--- config.mk ---
export PLATFORM = sky130hd
export DESIGN_NAME = msx_exec
export DESIGN_NICKNAME = d
export VERILOG_FILES = /design/src/shared/msx_pkg.sv /design/src/hw/msx_exec.sv
export SDC_FILE = /design/constraint.sdc
export NUM_CORES = 1
export LEC_CHECK = 0
export BUFFER_PORTS_ARGS = -buffer_cell sky130_fd_sc_hd__buf_2
export CORE_MARGIN = 1
export CORE_UTILIZATION = 40
export DETAILED_ROUTE_END_ITERATION = 7
export PLACE_DENSITY = 0.73
export SLEW_MARGIN = 30
export SYNTH_ARGS = -nofsm -noshare
export SYNTH_HDL_FRONTEND = slang
export SYNTH_SLANG_ARGS = --single-unit
export TNS_END_PERCENT = 50
--- constraint.sdc ---
create_clock -name clk_sys -period 1.75 [get_ports clk_sys]
set_clock_uncertainty 0.15 [all_clocks]
set_input_delay 0.0875 -clock clk_sys [delete_from_list [all_inputs] [get_ports clk_sys]]
set_output_delay 0.0875 -clock clk_sys [all_outputs]
set_load 0.01 [all_outputs]
--- src/shared/msx_pkg.sv ---
`default_nettype none

package msx_pkg;

    // Widths of the core's data path and instruction word.
    localparam int NIB_W = 4;
    localparam int WORD_W = 10;
    localparam int OPC_W = 6;

    // Opcode field of the two swap instructions, bits 9 down to 4.
    localparam logic [5:0] OPC_SWAP_INC = 6'h2e;
    localparam logic [5:0] OPC_SWAP_DEC = 6'h2f;

    // Position of the opcode and immediate fields in the word.
    localparam int OPC_LSB = 4;
    localparam int IMM_LSB = 0;

    // Word pointer values that raise a skip for each direction.
    localparam logic [3:0] WRAP_INC = 4'h0;
    localparam logic [3:0] WRAP_DEC = 4'hf;
    localparam logic [3:0] STEP_ONE = 4'h1;

    // Reset values of the block's own state.
    localparam logic [3:0] NIB_RST = 4'h0;
    localparam logic SKIP_RST = 1'b0;

    // Sequencer states: run normally or drop the next instruction.
    typedef enum logic {
        ST_RUN,
        ST_SKIP
    } msx_state_type;

endpackage

`default_nettype wire

--- src/hw/msx_exec.sv ---
// Notes on behaviour
// - Decode opcode 101110 plus four-bit immediate.
// - Swap accumulator with nibble at memory pointer.
// - File pointer becomes old value XOR immediate.
// - Increment variant adds one, wrapping modulo sixteen.
// - Increment result zero skips the next instruction.
// - Decrement variant swaps, XORs, subtracts one.
// - Decrement result fifteen skips the next instruction.
`timescale 1ns/1ps
`default_nettype none

module msx_exec #(
    parameter int MPTR_W = 7
) (
    // Clock and reset.
    input wire logic clk_sys,
    input wire logic rst,
    // Instruction from the fetch stage, one pulse per instruction.
    input wire logic instr_valid,
    input wire logic [9:0] instr_word,
    // Current register and RAM contents.
    input wire logic [3:0] acc_in,
    input wire logic [3:0] file_ptr_in,
    input wire logic [3:0] word_ptr_in,
    input wire logic [MPTR_W-1:0] memory_pointer,
    input wire logic [3:0] ram_rdata,
    // Register write-back.
    output logic acc_wr_r,
    output logic [3:0] acc_wdata_r,
    output logic file_ptr_wr_r,
    output logic [3:0] file_ptr_wdata_r,
    output logic word_ptr_wr_r,
    output logic [3:0] word_ptr_wdata_r,
    // RAM write-back.
    output logic ram_wr_r,
    output logic [MPTR_W-1:0] ram_addr_r,
    output logic [3:0] ram_wdata_r,
    // Sequencing towards the rest of the core.
    output logic op_hit,
    output logic squash,
    output logic skip_pending
);

    // The data path is a nibble machine; other widths cannot be served.
    if (msx_pkg::NIB_W != 4 || msx_pkg::WORD_W != 10) begin : g_width_check
        $error("msx_exec supports only a 4-bit data path and 10-bit words");
    end
    if (MPTR_W < 1) begin : g_mptr_check
        $error("msx_exec needs a memory pointer of at least one bit");
    end
    if (msx_pkg::OPC_W != 6) begin : g_opc_w_check
        $error("msx_exec decodes a six-bit opcode field only");
    end
    if (msx_pkg::OPC_LSB + msx_pkg::OPC_W != msx_pkg::WORD_W) begin : g_opc_check
        $error("msx_exec needs the opcode field at the top of the word");
    end
    if (msx_pkg::IMM_LSB + msx_pkg::NIB_W > msx_pkg::OPC_LSB) begin : g_imm_check
        $error("msx_exec needs the immediate field below the opcode field");
    end
    if (msx_pkg::OPC_SWAP_INC == msx_pkg::OPC_SWAP_DEC) begin : g_code_check
        $error("msx_exec needs distinct codes for the two swap instructions");
    end

    // Opcode match, used for both swap instructions.
    function automatic logic opc_is(input logic [9:0] word, input logic [5:0] code);
        opc_is = (word[msx_pkg::OPC_LSB +: msx_pkg::OPC_W] == code);
    endfunction

    // Word pointer after one step in either direction, modulo sixteen.
    function automatic logic [3:0] step_ptr(input logic [3:0] ptr, input logic down);
        if (down) begin
            step_ptr = 4'(ptr - msx_pkg::STEP_ONE);
        end else begin
            step_ptr = 4'(ptr + msx_pkg::STEP_ONE);
        end
    endfunction

    // Skip decision: the stepped pointer has landed on the wrap value of its direction.
    function automatic logic wraps_to(input logic [3:0] ptr, input logic [3:0] wrap);
        wraps_to = (ptr == wrap);
    endfunction

    msx_pkg::msx_state_type state_r;
    msx_pkg::msx_state_type state_nxt;
    logic is_inc;
    logic is_dec;
    logic exec_go;
    logic [3:0] imm;
    logic [3:0] word_ptr_nxt;
    logic skip_nxt;

    assign is_inc = opc_is(instr_word, msx_pkg::OPC_SWAP_INC);
    assign is_dec = opc_is(instr_word, msx_pkg::OPC_SWAP_DEC);
    assign imm = instr_word[msx_pkg::IMM_LSB +: msx_pkg::NIB_W];

    // A fetched instruction in the skip state is dropped whole.
    assign squash = instr_valid && (state_r == msx_pkg::ST_SKIP);
    assign exec_go = instr_valid && !squash && (is_inc || is_dec);
    assign op_hit = exec_go;
    assign skip_pending = (state_r == msx_pkg::ST_SKIP);

    // New word pointer and the skip decision for this instruction.
    always_comb begin
        word_ptr_nxt = word_ptr_in;
        skip_nxt = 1'b0;
        if (is_inc) begin
            word_ptr_nxt = step_ptr(word_ptr_in, 1'b0);
            skip_nxt = wraps_to(word_ptr_nxt, msx_pkg::WRAP_INC);
        end else if (is_dec) begin
            word_ptr_nxt = step_ptr(word_ptr_in, 1'b1);
            skip_nxt = wraps_to(word_ptr_nxt, msx_pkg::WRAP_DEC);
        end
    end

    // Sequencer. Any valid instruction in the skip state clears the pending skip, so a
    // skip never reaches past the single instruction that follows.
    always_comb begin
        state_nxt = state_r;
        case (state_r)
            msx_pkg::ST_RUN: begin
                if (exec_go && skip_nxt) begin
                    state_nxt = msx_pkg::ST_SKIP;
                end
            end
            msx_pkg::ST_SKIP: begin
                if (instr_valid) begin
                    state_nxt = msx_pkg::ST_RUN;
                end
            end
            default: begin
                state_nxt = msx_pkg::ST_RUN;
            end
        endcase
    end

    always_ff @(posedge clk_sys) begin
        if (rst) begin
            state_r <= msx_pkg::ST_RUN;
        end else begin
            state_r <= state_nxt;
        end
    end

    // Write strobes last one cycle. Write-back lands one cycle after the
    // instruction, so instructions must be at least two cycles apart; the
    // instruction enable of the core is far slower than that.
    always_ff @(posedge clk_sys) begin
        if (rst) begin
            acc_wr_r <= 1'b0;
        end else begin
            acc_wr_r <= exec_go;
        end
    end

    always_ff @(posedge clk_sys) begin
        if (rst) begin
            file_ptr_wr_r <= 1'b0;
        end else begin
            file_ptr_wr_r <= exec_go;
        end
    end

    always_ff @(posedge clk_sys) begin
        if (rst) begin
            word_ptr_wr_r <= 1'b0;
        end else begin
            word_ptr_wr_r <= exec_go;
        end
    end

    always_ff @(posedge clk_sys) begin
        if (rst) begin
            ram_wr_r <= 1'b0;
        end else begin
            ram_wr_r <= exec_go;
        end
    end

    // Swapped nibbles: memory goes to the accumulator and back.
    always_ff @(posedge clk_sys) begin
        if (rst) begin
            acc_wdata_r <= msx_pkg::NIB_RST;
        end else if (exec_go) begin
            acc_wdata_r <= ram_rdata;
        end
    end

    always_ff @(posedge clk_sys) begin
        if (rst) begin
            ram_wdata_r <= msx_pkg::NIB_RST;
        end else if (exec_go) begin
            ram_wdata_r <= acc_in;
        end
    end

    // The address is captured with the data so that the write lands on the
    // nibble that was read, even if the pointer moves before write-back.
    always_ff @(posedge clk_sys) begin
        if (rst) begin
            ram_addr_r <= '0;
        end else if (exec_go) begin
            ram_addr_r <= memory_pointer;
        end
    end

    // Pointer updates.
    always_ff @(posedge clk_sys) begin
        if (rst) begin
            file_ptr_wdata_r <= msx_pkg::NIB_RST;
        end else if (exec_go) begin
            file_ptr_wdata_r <= file_ptr_in ^ imm;
        end
    end

    always_ff @(posedge clk_sys) begin
        if (rst) begin
            word_ptr_wdata_r <= msx_pkg::NIB_RST;
        end else if (exec_go) begin
            word_ptr_wdata_r <= word_ptr_nxt;
        end
    end

endmodule // msx_exec

`default_nettype wire

==> reports/qor.csv, run 1 <==
metric;value;unit
std cell rows;19;
CP Capture Type;flop;
Hold Path Origin;instr_word[4];
final wirelength;3188;µm
Inserted Diodes;0;
share of layout cells above drive strength 1;41.15;%
Synth cell types;30;
CORE AREA;2805;µm²
Max-Cap Viols;0;
leakage;0.8217;nW
post-layout minimum cycle time;1.679;ns
CTS root buf;clkbuf_4;
Post-DP HPWL;2029;µm
Iter 0 DRT Violations;39;
Final Hold Fails;0;
die area;3223;µm²
fin crit share;95.94;%
R2R depth;5;
Arr. time, crit path;1.78;ns
slowest stage cell, crit path;dfxtp_2;
Least-Margin Pin Slew;0.5501;ns
post-synthesis sequential area ratio;41.71;%
most common cell after layout, fill and taps aside;buf_2;
CTS Sinks;25;
Clock Latency Late Sink;0.31;ns
Cell Area, Synth;1200;µm²
DR WL/cell;12.40;µm
grt total ovfl;0;
clock tree buffer depth;2;
worst stage delay on the critical path;0.36;ns
antenna viol nets, final;0;
most used cells in the layout excluding fill and tap cells;buf_2 (63), nand2_1 (37), dlygate4sd3_1 (26), dfxtp_1 (24), a21oi_2 (11);
flop2flop setup slack;0.07;ns
total CTS buffers;3;
Final #Nets;267;
vias in the first global route;1222;
HP Class;in2reg;
syn_nets;179;
Initial Util;42.77;%
total power draw;1.018;mW
first drt pass iteration count;6;
Worst EP required;1.85;ns
failing checks;DRC;
Min-Delay Endpoint;word_ptr_wdata_r[1];
post-DR vias/cell;4.895;
CP Cell Sequence;nor4bb_2 > nand4_1 > buf_4 > a211o_1 > a21oi_2;
#FFs+latches synth;25;
Die Y;56.77;µm
initial antenna violation count;0;
Compound-Gate Fraction of Synth Area;17.94;%
fin. max-slew vios;0;
Worst-path clk slew;0.13;ns
vias;1258;
CTS tree;built;
Worst R2R End;word_ptr_wdata_r[1];
Area Growth Syn to Fin;53.91;%
power per cell area;551.2;nW/µm²
global-route wire length before repair;4947;µm
final setup fails;0;
largest family of logic cells by synthesized area;simple AND/OR/NAND/NOR gates;
YS warnings;0;
GRT Util Overall;19.57;%
hold depth;3;
H-tree depth;1;
Synth Area in Simple Gates;21.38;%
mux share of post-synthesis cell area;0.8342;%
Gate Count Post-Synth;139;
status;finished with violations;
Max FO, Critical Path;19;
Setup Crit Path Kind;reg2reg;
Max VDD drop;0.0003141;V
CP startpoint kind;flop;
Max Clock Freq;595.6;MHz
RR Startpoint;skip_pending;
Post-Synth XOR/XNOR Area;5.109;%
routability cong.;0.6924;
DRC Markers;13;
Buffers on Ports;65;
Synth Area in Adders;4.171;%
RSZ-0062 raised after global routing;true;
Die W;56.77;µm
# IOs;66;
Syn Area/Cell;8.632;µm²
TNS Setup;0;ns
slew margin rel.;63.33;%
pin count of the biggest net entering global routing;26;
==> flip-flops by register name, summed over array words and instances, names as in the netlist <==
signal and count:
ram_addr_r 7, ram_wdata_r 4, ram_wr_r 1, acc_wdata_r 4, file_ptr_wdata_r 4, skip_pending 1
word_ptr_wdata_r 4
==> what timing repair did <==
action	4_1_cts	5_1_grt
gates resized for setup	5	9
endpoints found under the hold margin	22	0
hold buffers	26	0
setup endpoints to repair	1	9
setup buffers	2	0
pin swaps	2	5
==> power by group <==
group | switching, mW | internal [mW]
clock network | 0.169 | 0.0872
registers | 0.00249 | 0.574
logic | 0.0784 | 0.107
==> layer usage <==
metal | wire, µm | global-route usage, %
met5 | 0 | 0
met4 | 64 | 8.362
met3 | 151 | 1.843
met1 | 1275 | 20.45
met2 | 1696 | 38.95
==> through the flow <==
step | std cells | worst slack (ns) | instance area [µm²] | util (%) | hold WS (ns)
floorplan | 139 | 0.2477 | 1200 | - | 0.03311
global placement | 226 | 0.1973 | 1495 | 53.30 | 0.1807
detailed placement | 226 | 0.08654 | 1495 | 53.30 | 0.1901
CTS | 258 | 0.01109 | 1815 | 64.72 | 0.002897
global route | 257 | -0.01198 | 1847 | 65.83 | 0.01148
finish | 257 | 0.07099 | 1847 | 65.83 | 0.009456
==> cell type report <==
| class | instances | area, µm² |
|---|---|---|
| Inverter | 4 | 15.01 |
| Tap cell | 31 | 38.79 |
| Clock inverter | 1 | 7.507 |
| Multi-Input combinational cell | 98 | 625.6 |
| Sequential cell | 25 | 501.7 |
| Fill cell | 251 | 958.4 |
| Clock buffer | 3 | 22.52 |
| Timing Repair Buffer | 95 | 635.6 |
==> cell usage after synthesis <==
| cell | instances | area [µm²] |
|---|---|---|
| xnor2_1 | 6 | 52.55 |
| a311oi_1 | 2 | 17.52 |
| buf_6 | 3 | 33.78 |
| clkbuf_1 | 4 | 15.01 |
| a21oi_1 | 7 | 35.03 |
| buf_4 | 3 | 22.52 |
| a21oi_2 | 11 | 96.34 |
| o31ai_1 | 1 | 7.510 |
| nor3b_1 | 1 | 7.510 |
| and2_1 | 1 | 6.260 |
| buf_2 | 1 | 5.000 |
| mux2i_1 | 1 | 10.01 |
| nand2b_1 | 2 | 12.51 |
| xor2_1 | 1 | 8.760 |
| and4b_1 | 1 | 10.01 |
| nor2_1 | 8 | 30.03 |
| ha_1 | 4 | 50.05 |
| nand4_1 | 1 | 6.260 |
| dfxtp_1 | 25 | 500.5 |
| nor4_1 | 1 | 6.260 |
| nand3_1 | 1 | 5.000 |
| nor4b_1 | 2 | 17.52 |
| buf_8 | 1 | 15.01 |
| nor4bb_1 | 1 | 10.01 |
| inv_1 | 4 | 15.01 |
| nand2_1 | 37 | 138.9 |
| or3_1 | 1 | 6.260 |
| a211oi_1 | 6 | 45.04 |
| o21ai_0 | 1 | 5.000 |
| a211o_1 | 1 | 8.760 |
==> worst max-delay path: cells and delay by family (launching register included) <==
kind            cells  cell delay (ns)
simple gates        2             0.46
buf+inv             1             0.24
compound gates      2             0.41
flops               1             0.36
==> worst max-delay path by stage <==
stage                             from                   to  cells after the start
after floorplan           skip_pending       acc_wdata_r[0]                      6
after detailed placement  skip_pending  word_ptr_wdata_r[1]                      5
after global placement    skip_pending  word_ptr_wdata_r[1]                      5
after CTS                 skip_pending         skip_pending                      7
final                     skip_pending  word_ptr_wdata_r[1]                      5
after global routing      skip_pending               op_hit                      5
==> cell families after synthesis <==
group                      Yosys count
adders and majority gates            4
AOI/OAI and AO/OA                   29
xor gates and xnor gates             7
and+or+nand+nor                     57
DFF                                 25
buffers and inverters               16
muxes                                1
(Power assumes the default switching activity.)
==> inputs of run 2 (changes only) <==
--- a/config.mk
+++ b/config.mk
@@ -10,6 +10,7 @@
 export CORE_UTILIZATION = 40
 export DETAILED_ROUTE_END_ITERATION = 7
 export PLACE_DENSITY = 0.73
+export SETUP_SLACK_MARGIN = 0.5
 export SLEW_MARGIN = 30
 export SYNTH_ARGS = -nofsm -noshare
 export SYNTH_HDL_FRONTEND = slang
==> run 2 against run 1 <==
  * The flow still finishes with violations (DRC)
  * Non-clock buffer count up 11
  * Final cell count is 4.3% higher
  * Setup slack worse by 0.038 ns
  * Global-route usage rose by 4.2 points
  * Clock-buffer cell count did not move
  * Flip-flop and latch count unchanged
  * Critical path depth is the same
  * Worst hold slack better by 0.065 ns
  * Largest cell class unchanged
  * Largest power group unchanged
==> reports/qor.csv, run 2 (same netlist as run 1, synthesis figures left out) <==
metric;value;unit;change
status;finished with violations;;unchanged
failing checks;DRC;;unchanged
Sw Ratio;25.92;%;was 24.59%
most common cell after layout, fill and taps aside;buf_2;;unchanged
power per cell area;520.0;nW/µm²;was 551.2 nW/µm²
HP Class;in2reg;;unchanged
die area;3223;µm²;unchanged
clock tree buffer depth;2;;unchanged
first drt pass iteration count;7;;was 6
GRT Util Overall;23.73;%;was 19.57%
slew margin rel.;74.05;%;was 63.33%
Setup Crit Path Kind;reg2out;;was reg2reg
RSZ-0062 raised after global routing;true;;unchanged
total power draw;1.039;mW;was 1.018 mW
CTS root buf;clkbuf_4;;unchanged
leakage;0.8977;nW;was 0.8217 nW
grt total ovfl;0;;unchanged
CORE AREA;2805;µm²;unchanged
fin crit share;98.11;%;was 95.94%
Max VDD drop;0.0003689;V;was 0.0003141 V
routability cong.;0.7274;;was 0.6924
Buffers on Ports;65;;unchanged
pin count of the biggest net entering global routing;17;;was 26
Least-Margin Pin Slew;0.3893;ns;was 0.5501 ns
Die W;56.77;µm;unchanged
Layout Cells excl Fill;268;;was 257
worst setup path startpoint;skip_pending;;unchanged
share of layout cells above drive strength 1;45.15;%;was 41.15%
Max Clock Freq;582.4;MHz;was 595.6 MHz
vias in the first global route;1381;;was 1,222
global-route wire length before repair;5823;µm;was 4947 µm
std cell rows;19;;unchanged
post-DR vias/cell;5.119;;was 4.895
Arr. time, crit path;1.48;ns;was 1.78 ns
CP startpoint kind;flop;;unchanged
antenna viol nets, final;0;;unchanged
Worst-path clk slew;0.14;ns;was 0.13 ns
Final Hold Fails;0;;unchanged
clock power share;26.1;%;was 25.2%
Area Growth Syn to Fin;66.53;%;was 53.91%
Post-DP HPWL;2291;µm;was 2029 µm
CP Capture Type;output pin;;was flop
Max FO, Critical Path;4;;was 19
final setup fails;0;;unchanged
DR WL/cell;14.02;µm;was 12.40 µm
final wirelength;3758;µm;was 3188 µm
Die Y;56.77;µm;unchanged
Net Sw Power;269.3;µW;was 250.3 µW
DRC Markers;10;;was 13
R2R depth;8;;was 5
Inserted Diodes;0;;unchanged
Final #Nets;278;;was 267
H-tree depth;1;;unchanged
Hold Path Origin;word_ptr_in[2];;was instr_word[4]
Max-Cap Viols;0;;unchanged
FILL cells;213;;was 251
CTS Sinks;25;;unchanged
fin. max-slew vios;0;;unchanged
RR Startpoint;skip_pending;;unchanged
Worst EP required;1.51;ns;was 1.85 ns
Initial Util;42.77;%;unchanged
initial antenna violation count;0;;unchanged
Worst R2R End;ram_addr_r[3];;was word_ptr_wdata_r[1]
most flop-heavy register;ram_addr_r;;unchanged
vias;1372;;was 1,258
critical path endpoint;op_hit;;was word_ptr_wdata_r[1]
Flop pwr share;55.5;%;was 56.6%
CTS tree;built;;unchanged
Clock Latency Late Sink;0.32;ns;was 0.31 ns
post-layout minimum cycle time;1.717;ns;was 1.679 ns
placed cells;228;;was 226
flop2flop setup slack;0.04;ns;was 0.07 ns
most used cells in the layout excluding fill and tap cells;buf_2 (64), nand2_1 (32), dlygate4sd3_1 (28), dfxtp_1 (24), a21oi_2 (13);;was buf_2 (63), nand2_1 (37), dlygate4sd3_1 (26), dfxtp_1 (24), a21oi_2 (11)
total CTS buffers;3;;unchanged
# IOs;66;;unchanged
Int Pwr;769.6;µW;was 767.7 µW
Comb pwr share;18.4;%;was 18.2%
Iter 0 DRT Violations;50;;was 39
max FFs per register;7;;unchanged
[run 2: cell count changes in the layout (fill, tap and decap cells not counted), sizes merged]
cell / change
buf: +9
dlygate4sd3: +2
[run 2: routing by layer]
metal  track usage (%)  share of wire [%]  vias up
li1                  -                  -      662
met4             10.10                2.5        0
met2             46.43                 55       56
met5                 0                  0        -
met1             23.72                 37      643
met3             5.069                5.7       11
[run 2: critical path, stage by stage (launching register included)]
cell and delay (ns):
dfxtp_2 0.36, nor4bb_2 0.27, nand4_1 0.20, inv_2 0.13, buf_6 0.10, buf_6 0.09
[run 2: how the worst min path moves through the flow]
stage	end	slack, ns	depth (start not counted)
finish	word_ptr_wdata_r[2]	0.07	4
global route	word_ptr_wdata_r[2]	0.09	4
CTS	word_ptr_wdata_r[2]	0.05	4
detailed placement	ram_addr_r[6]	0.19	3
global placement	ram_addr_r[6]	0.18	3
floorplan	word_ptr_wdata_r[0]	0.03	1
[run 2: final cells by class]
class                           count  area, µm²  share of cell area, %
Sequential cell                    25      501.7                  25.11
Timing Repair Buffer              106      765.7                  38.32
Tap cell                           31      38.79                  1.941
Clock buffer                        3      22.52                  1.127
Clock inverter                      1      7.507                 0.3757
Multi-Input combinational cell     98      646.9                  32.37
Inverter                            4      15.01                 0.7514
[run 2: power groups by stage]
| stage | registers [mW] | logic [mW] | clock network [mW] |
|---|---|---|---|
| after floorplan | 0.591 | 0.0613 | 0 |
| after global placement | 0.589 | 0.119 | 0 |
| after detailed placement | 0.589 | 0.126 | 0 |
| after CTS | 0.577 | 0.177 | 0.272 |
| after global routing | 0.578 | 0.207 | 0.306 |
| final | 0.577 | 0.191 | 0.272 |
[run 2: through the flow]
| stage | TNS [ns] | hold WS, ns | util (%) | setup slack, ns | instance area (µm²) |
|---|---|---|---|---|---|
| 3_3_place_gp | 0 | 0.1814 | 53.97 | 0.2083 | 1514 |
| 5_1_grt | -0.4316 | 0.09365 | 71.23 | -0.04856 | 1998 |
| 4_1_cts | 0 | 0.04846 | 66.86 | 0.1076 | 1876 |
| 6_report | 0 | 0.07409 | 71.23 | 0.03311 | 1998 |
| 2_1_floorplan | 0 | 0.03311 | - | 0.2987 | 1214 |
| 3_5_place_dp | 0 | 0.1886 | 53.97 | 0.08932 | 1514 |
[run 2: repair_timing]
action	CTS	global route
hold buffers	28	0
cloned	0	2
endpoints found under the setup margin	26	27
pin swaps	2	7
buffers inserted	3	3
endpoints found under the hold margin	23	0
resized for setup	7	18
==> inputs of run 3 (changes only) <==
--- a/config.mk
+++ b/config.mk
@@ -5,11 +5,13 @@
 export SDC_FILE = /design/constraint.sdc
 export NUM_CORES = 1
 export LEC_CHECK = 0
+export ABC_AREA = 1
 export BUFFER_PORTS_ARGS = -buffer_cell sky130_fd_sc_hd__buf_2
+export CAP_MARGIN = 20
 export CORE_MARGIN = 1
 export CORE_UTILIZATION = 40
 export DETAILED_ROUTE_END_ITERATION = 7
-export PLACE_DENSITY = 0.73
+export PLACE_DENSITY = 0.72
 export SETUP_SLACK_MARGIN = 0.5
 export SLEW_MARGIN = 30
 export SYNTH_ARGS = -nofsm -noshare
==> run 3 against run 2 <==
  * The run ends with hold timing left
  * Design area is 3.7% lower
  * Clock-buffer cell count increased by 1
  * Flip-flop and latch count unchanged
  * Largest power group unchanged
  * Setup slack improved by 0.34 ns
  * Clock power decreased by 6%
==> reports/qor.csv, run 3 <==
metric;value;unit;change
Synth Area in Simple Gates;30.86;%;was 21.38%
Final #Nets;309;;was 278
placed cells;277;;was 228
failing checks;hold timing;;was DRC
Post-synth EDFFs;0;;unchanged
Post-synth top cells;nor2_1 (47), nand2_1 (27), dfxtp_1 (25);;was nand2_1 (37), dfxtp_1 (25), a21oi_2 (11)
# IOs;66;;unchanged
worst hold slack;-0.006733;ns;was 0.07409 ns
CTS root buf;clkbuf_4;;unchanged
DRC Markers;0;;was 10
CORE AREA;3028;µm²;was 2805 µm²
most flop-heavy register;ram_addr_r;;unchanged
hold depth;4;;unchanged
most used cells in the layout excluding fill and tap cells;buf_2 (64), nor2_1 (47), nand2_1 (27), dfxtp_1 (24), dlygate4sd3_1 (24);;was buf_2 (64), nand2_1 (32), dlygate4sd3_1 (28), dfxtp_1 (24), a21oi_2 (13)
clock power share;25.0;%;was 26.1%
RSZ-0062 raised after global routing;true;;unchanged
slew margin rel.;74.46;%;was 74.05%
Inserted Diodes;0;;unchanged
Initial Util;41.78;%;was 42.77%
fin crit share;78.41;%;was 98.11%
largest family of logic cells by synthesized area;simple AND/OR/NAND/NOR gates;;unchanged
grt total ovfl;0;;unchanged
Top FF cell, synth;dfxtp_1;;unchanged
max FFs per register;7;;unchanged
first drt pass iteration count;4;;was 7
Yosys top cell area share;39.56;%;was 41.71%
Setup Crit Path Kind;reg2out;;unchanged
syn_nets;218;;was 179
mux share of post-synthesis cell area;0;%;was 0.8342%
Buffers on Ports;65;;unchanged
most numerous cell in the Yosys netlist;nor2_1;;was nand2_1
GRT Util Overall;19.25;%;was 23.73%
DR WL/cell;10.46;µm;was 14.02 µm
pin count of the biggest net entering global routing;25;;was 17
vias in the first global route;1235;;was 1,381
Post-DP HPWL;1914;µm;was 2291 µm
Sw Ratio;25.65;%;was 25.92%
leakage;1.017;nW;was 0.8977 nW
Post-Synth XOR/XNOR Area;3.462;%;was 5.109%
Iter 0 DRT Violations;64;;was 50
Gate Count Post-Synth;178;;was 139
Flop pwr share;56.1;%;was 55.5%
Synth Area in Adders;3.956;%;was 4.171%
Synth cell types;22;;was 30
Area Growth Syn to Fin;52.13;%;was 66.53%
CTS tree;built;;unchanged
#FFs+latches synth;25;;unchanged
CP startpoint kind;flop;;unchanged
FILL cells;275;;was 213
Cell Area, Synth;1265;µm²;was 1200 µm²
post-layout minimum cycle time;1.372;ns;was 1.717 ns
Max VDD drop;0.0002722;V;was 0.0003689 V
Net Sw Power;264.0;µW;was 269.3 µW
CTS Sinks;25;;unchanged
post-synth top area cell;dfxtp_1;;unchanged
std cell rows;20;;was 19
Syn Area/Cell;7.107;µm²;was 8.632 µm²
Final Hold Fails;1;;was 0
final wirelength;3262;µm;was 3758 µm
Worst-path clk slew;0.13;ns;was 0.14 ns
Post-synth ARST share;0;%;unchanged
initial antenna violation count;0;;unchanged
CP Capture Type;output pin;;unchanged
Comb pwr share;18.9;%;was 18.4%
Max Clock Freq;728.8;MHz;was 582.4 MHz
total CTS buffers;3;;unchanged
Max FO, Critical Path;3;;was 4
most common cell after layout, fill and taps aside;buf_2;;unchanged
Clock Latency Late Sink;0.31;ns;was 0.32 ns
post-DR vias/cell;4.442;;was 5.119
Least-Margin Pin Slew;0.3825;ns;was 0.3893 ns
R2R depth;6;;was 8
flop2flop setup slack;0.44;ns;was 0.04 ns
power per cell area;534.9;nW/µm²;was 520.0 nW/µm²
YS warnings;0;;unchanged
Layout Cells excl Fill;312;;was 268
vias;1386;;was 1,372
TNS Setup;0;ns;unchanged
Compound-Gate Fraction of Synth Area;9.496;%;was 17.94%
die area;3391;µm²;was 3223 µm²
fin. max-slew vios;0;;unchanged
status;finished with violations;;unchanged
Arr. time, crit path;1.13;ns;was 1.48 ns
global-route wire length before repair;5140;µm;was 5823 µm
share of layout cells above drive strength 1;32.46;%;was 45.15%
Int Pwr;765.3;µW;was 769.6 µW
clock tree buffer depth;2;;unchanged
HP Class;in2reg;;unchanged
synth top area cells;dfxtp_1 (40%), nor2_1 (14%), nand2_1 (8.0%), nand3_1 (4.7%), inv_1 (4.5%);;was dfxtp_1 (42%), nand2_1 (12%), a21oi_2 (8.0%), xnor2_1 (4.4%), ha_1 (4.2%)
antenna viol nets, final;0;;unchanged
routability cong.;0.8546;;was 0.7274
Max-Cap Viols;0;;unchanged
Die W;58.24;µm;was 56.77 µm
Die Y;58.24;µm;was 56.77 µm
final setup fails;0;;unchanged
Worst EP required;1.51;ns;about the same
H-tree depth;1;;unchanged
post-synthesis sequential area ratio;39.56;%;was 41.71%
## run 3: cell types whose count changed after synthesis, sizes merged, moves of 3 or more
cell | before | now
a211oi | 6 | 0
a21oi | 18 | 4
inv | 4 | 18
nand2 | 37 | 29
nand3 | 1 | 12
nor2 | 8 | 47
o21ai | 1 | 20
xnor2 | 6 | 1
xor2 | 1 | 4
## run 3: worst paths after layout
kind                               startpoint                   to
worst max-delay path             skip_pending               op_hit
worst max register to register   skip_pending         skip_pending
worst min register to register  ram_addr_r[6]        ram_addr_r[6]
worst min-delay path            instr_word[0]  file_ptr_wdata_r[0]
## run 3: power by group through the flow
stage | combinational [mW] | sequential [mW] | clock, mW
2_1_floorplan | 0.0752 | 0.595 | 0
3_3_place_gp | 0.137 | 0.592 | 0
3_5_place_dp | 0.139 | 0.592 | 0
4_1_cts | 0.185 | 0.578 | 0.256
5_1_grt | 0.218 | 0.579 | 0.274
6_report | 0.195 | 0.578 | 0.257
## run 3: worst max-delay path, stage by stage (launching register included)
cell     delay, ns
dfxtp_4       0.37
nor3_4        0.17
nand2_4       0.11
inv_8         0.07
buf_6         0.09
## run 3: what timing repair did
item | 4_1_cts | 5_1_grt
buffers inserted | 5 | 0
endpoints found under the setup margin | 23 | 27
pin swaps | 2 | 2
cloned | 2 | 0
endpoints found under the hold margin | 21 | 0
hold buffers | 24 | 0
gates resized for setup | 5 | 10
## run 3: area by class of cell
cell class	instances	area [µm²]	area share [%]
multi-input cells	126	643.1	33.42
repair inverters	1	11.26	0.5852
flip-flops and latches	25	504.2	26.20
inverters	18	75.07	3.901
clock buffers	4	26.28	1.365
repair buffers	94	609.3	31.66
well taps	44	55.05	2.861
## run 3: routing by layer
layer  GRT usage, %  wire, µm  vias up
met4          4.082        27        0
met2          34.98      1591       52
li1               -         -      736
met5              0         0        -
met3          2.679       156        4
met1          24.10      1486      594
## run 3: cells by family (layout without fill, tap and decap cells)
group | after synthesis | in the layout
and+or+nand+nor | 92 | 93
buffers and inverters | 28 | 117
DFF | 25 | 25
AOI/OAI and AO/OA | 24 | 24
xor gates and xnor gates | 5 | 5
adders and majority gates | 4 | 4
## run 3: metrics by stage
stage	power (mW)	worst slack (ns)	util (%)	hold slack [ns]	area [µm²]
6_report	1.029	0.3778	63.55	-0.006733	1924
4_1_cts	1.018	0.3521	62.31	0.002789	1887
5_1_grt	1.071	0.3223	63.55	0.02478	1924
3_5_place_dp	0.7307	0.3920	51.45	0.1418	1558
2_1_floorplan	0.6705	0.5424	-	0.02145	1265
3_3_place_gp	0.7294	0.4052	51.45	0.1416	1558
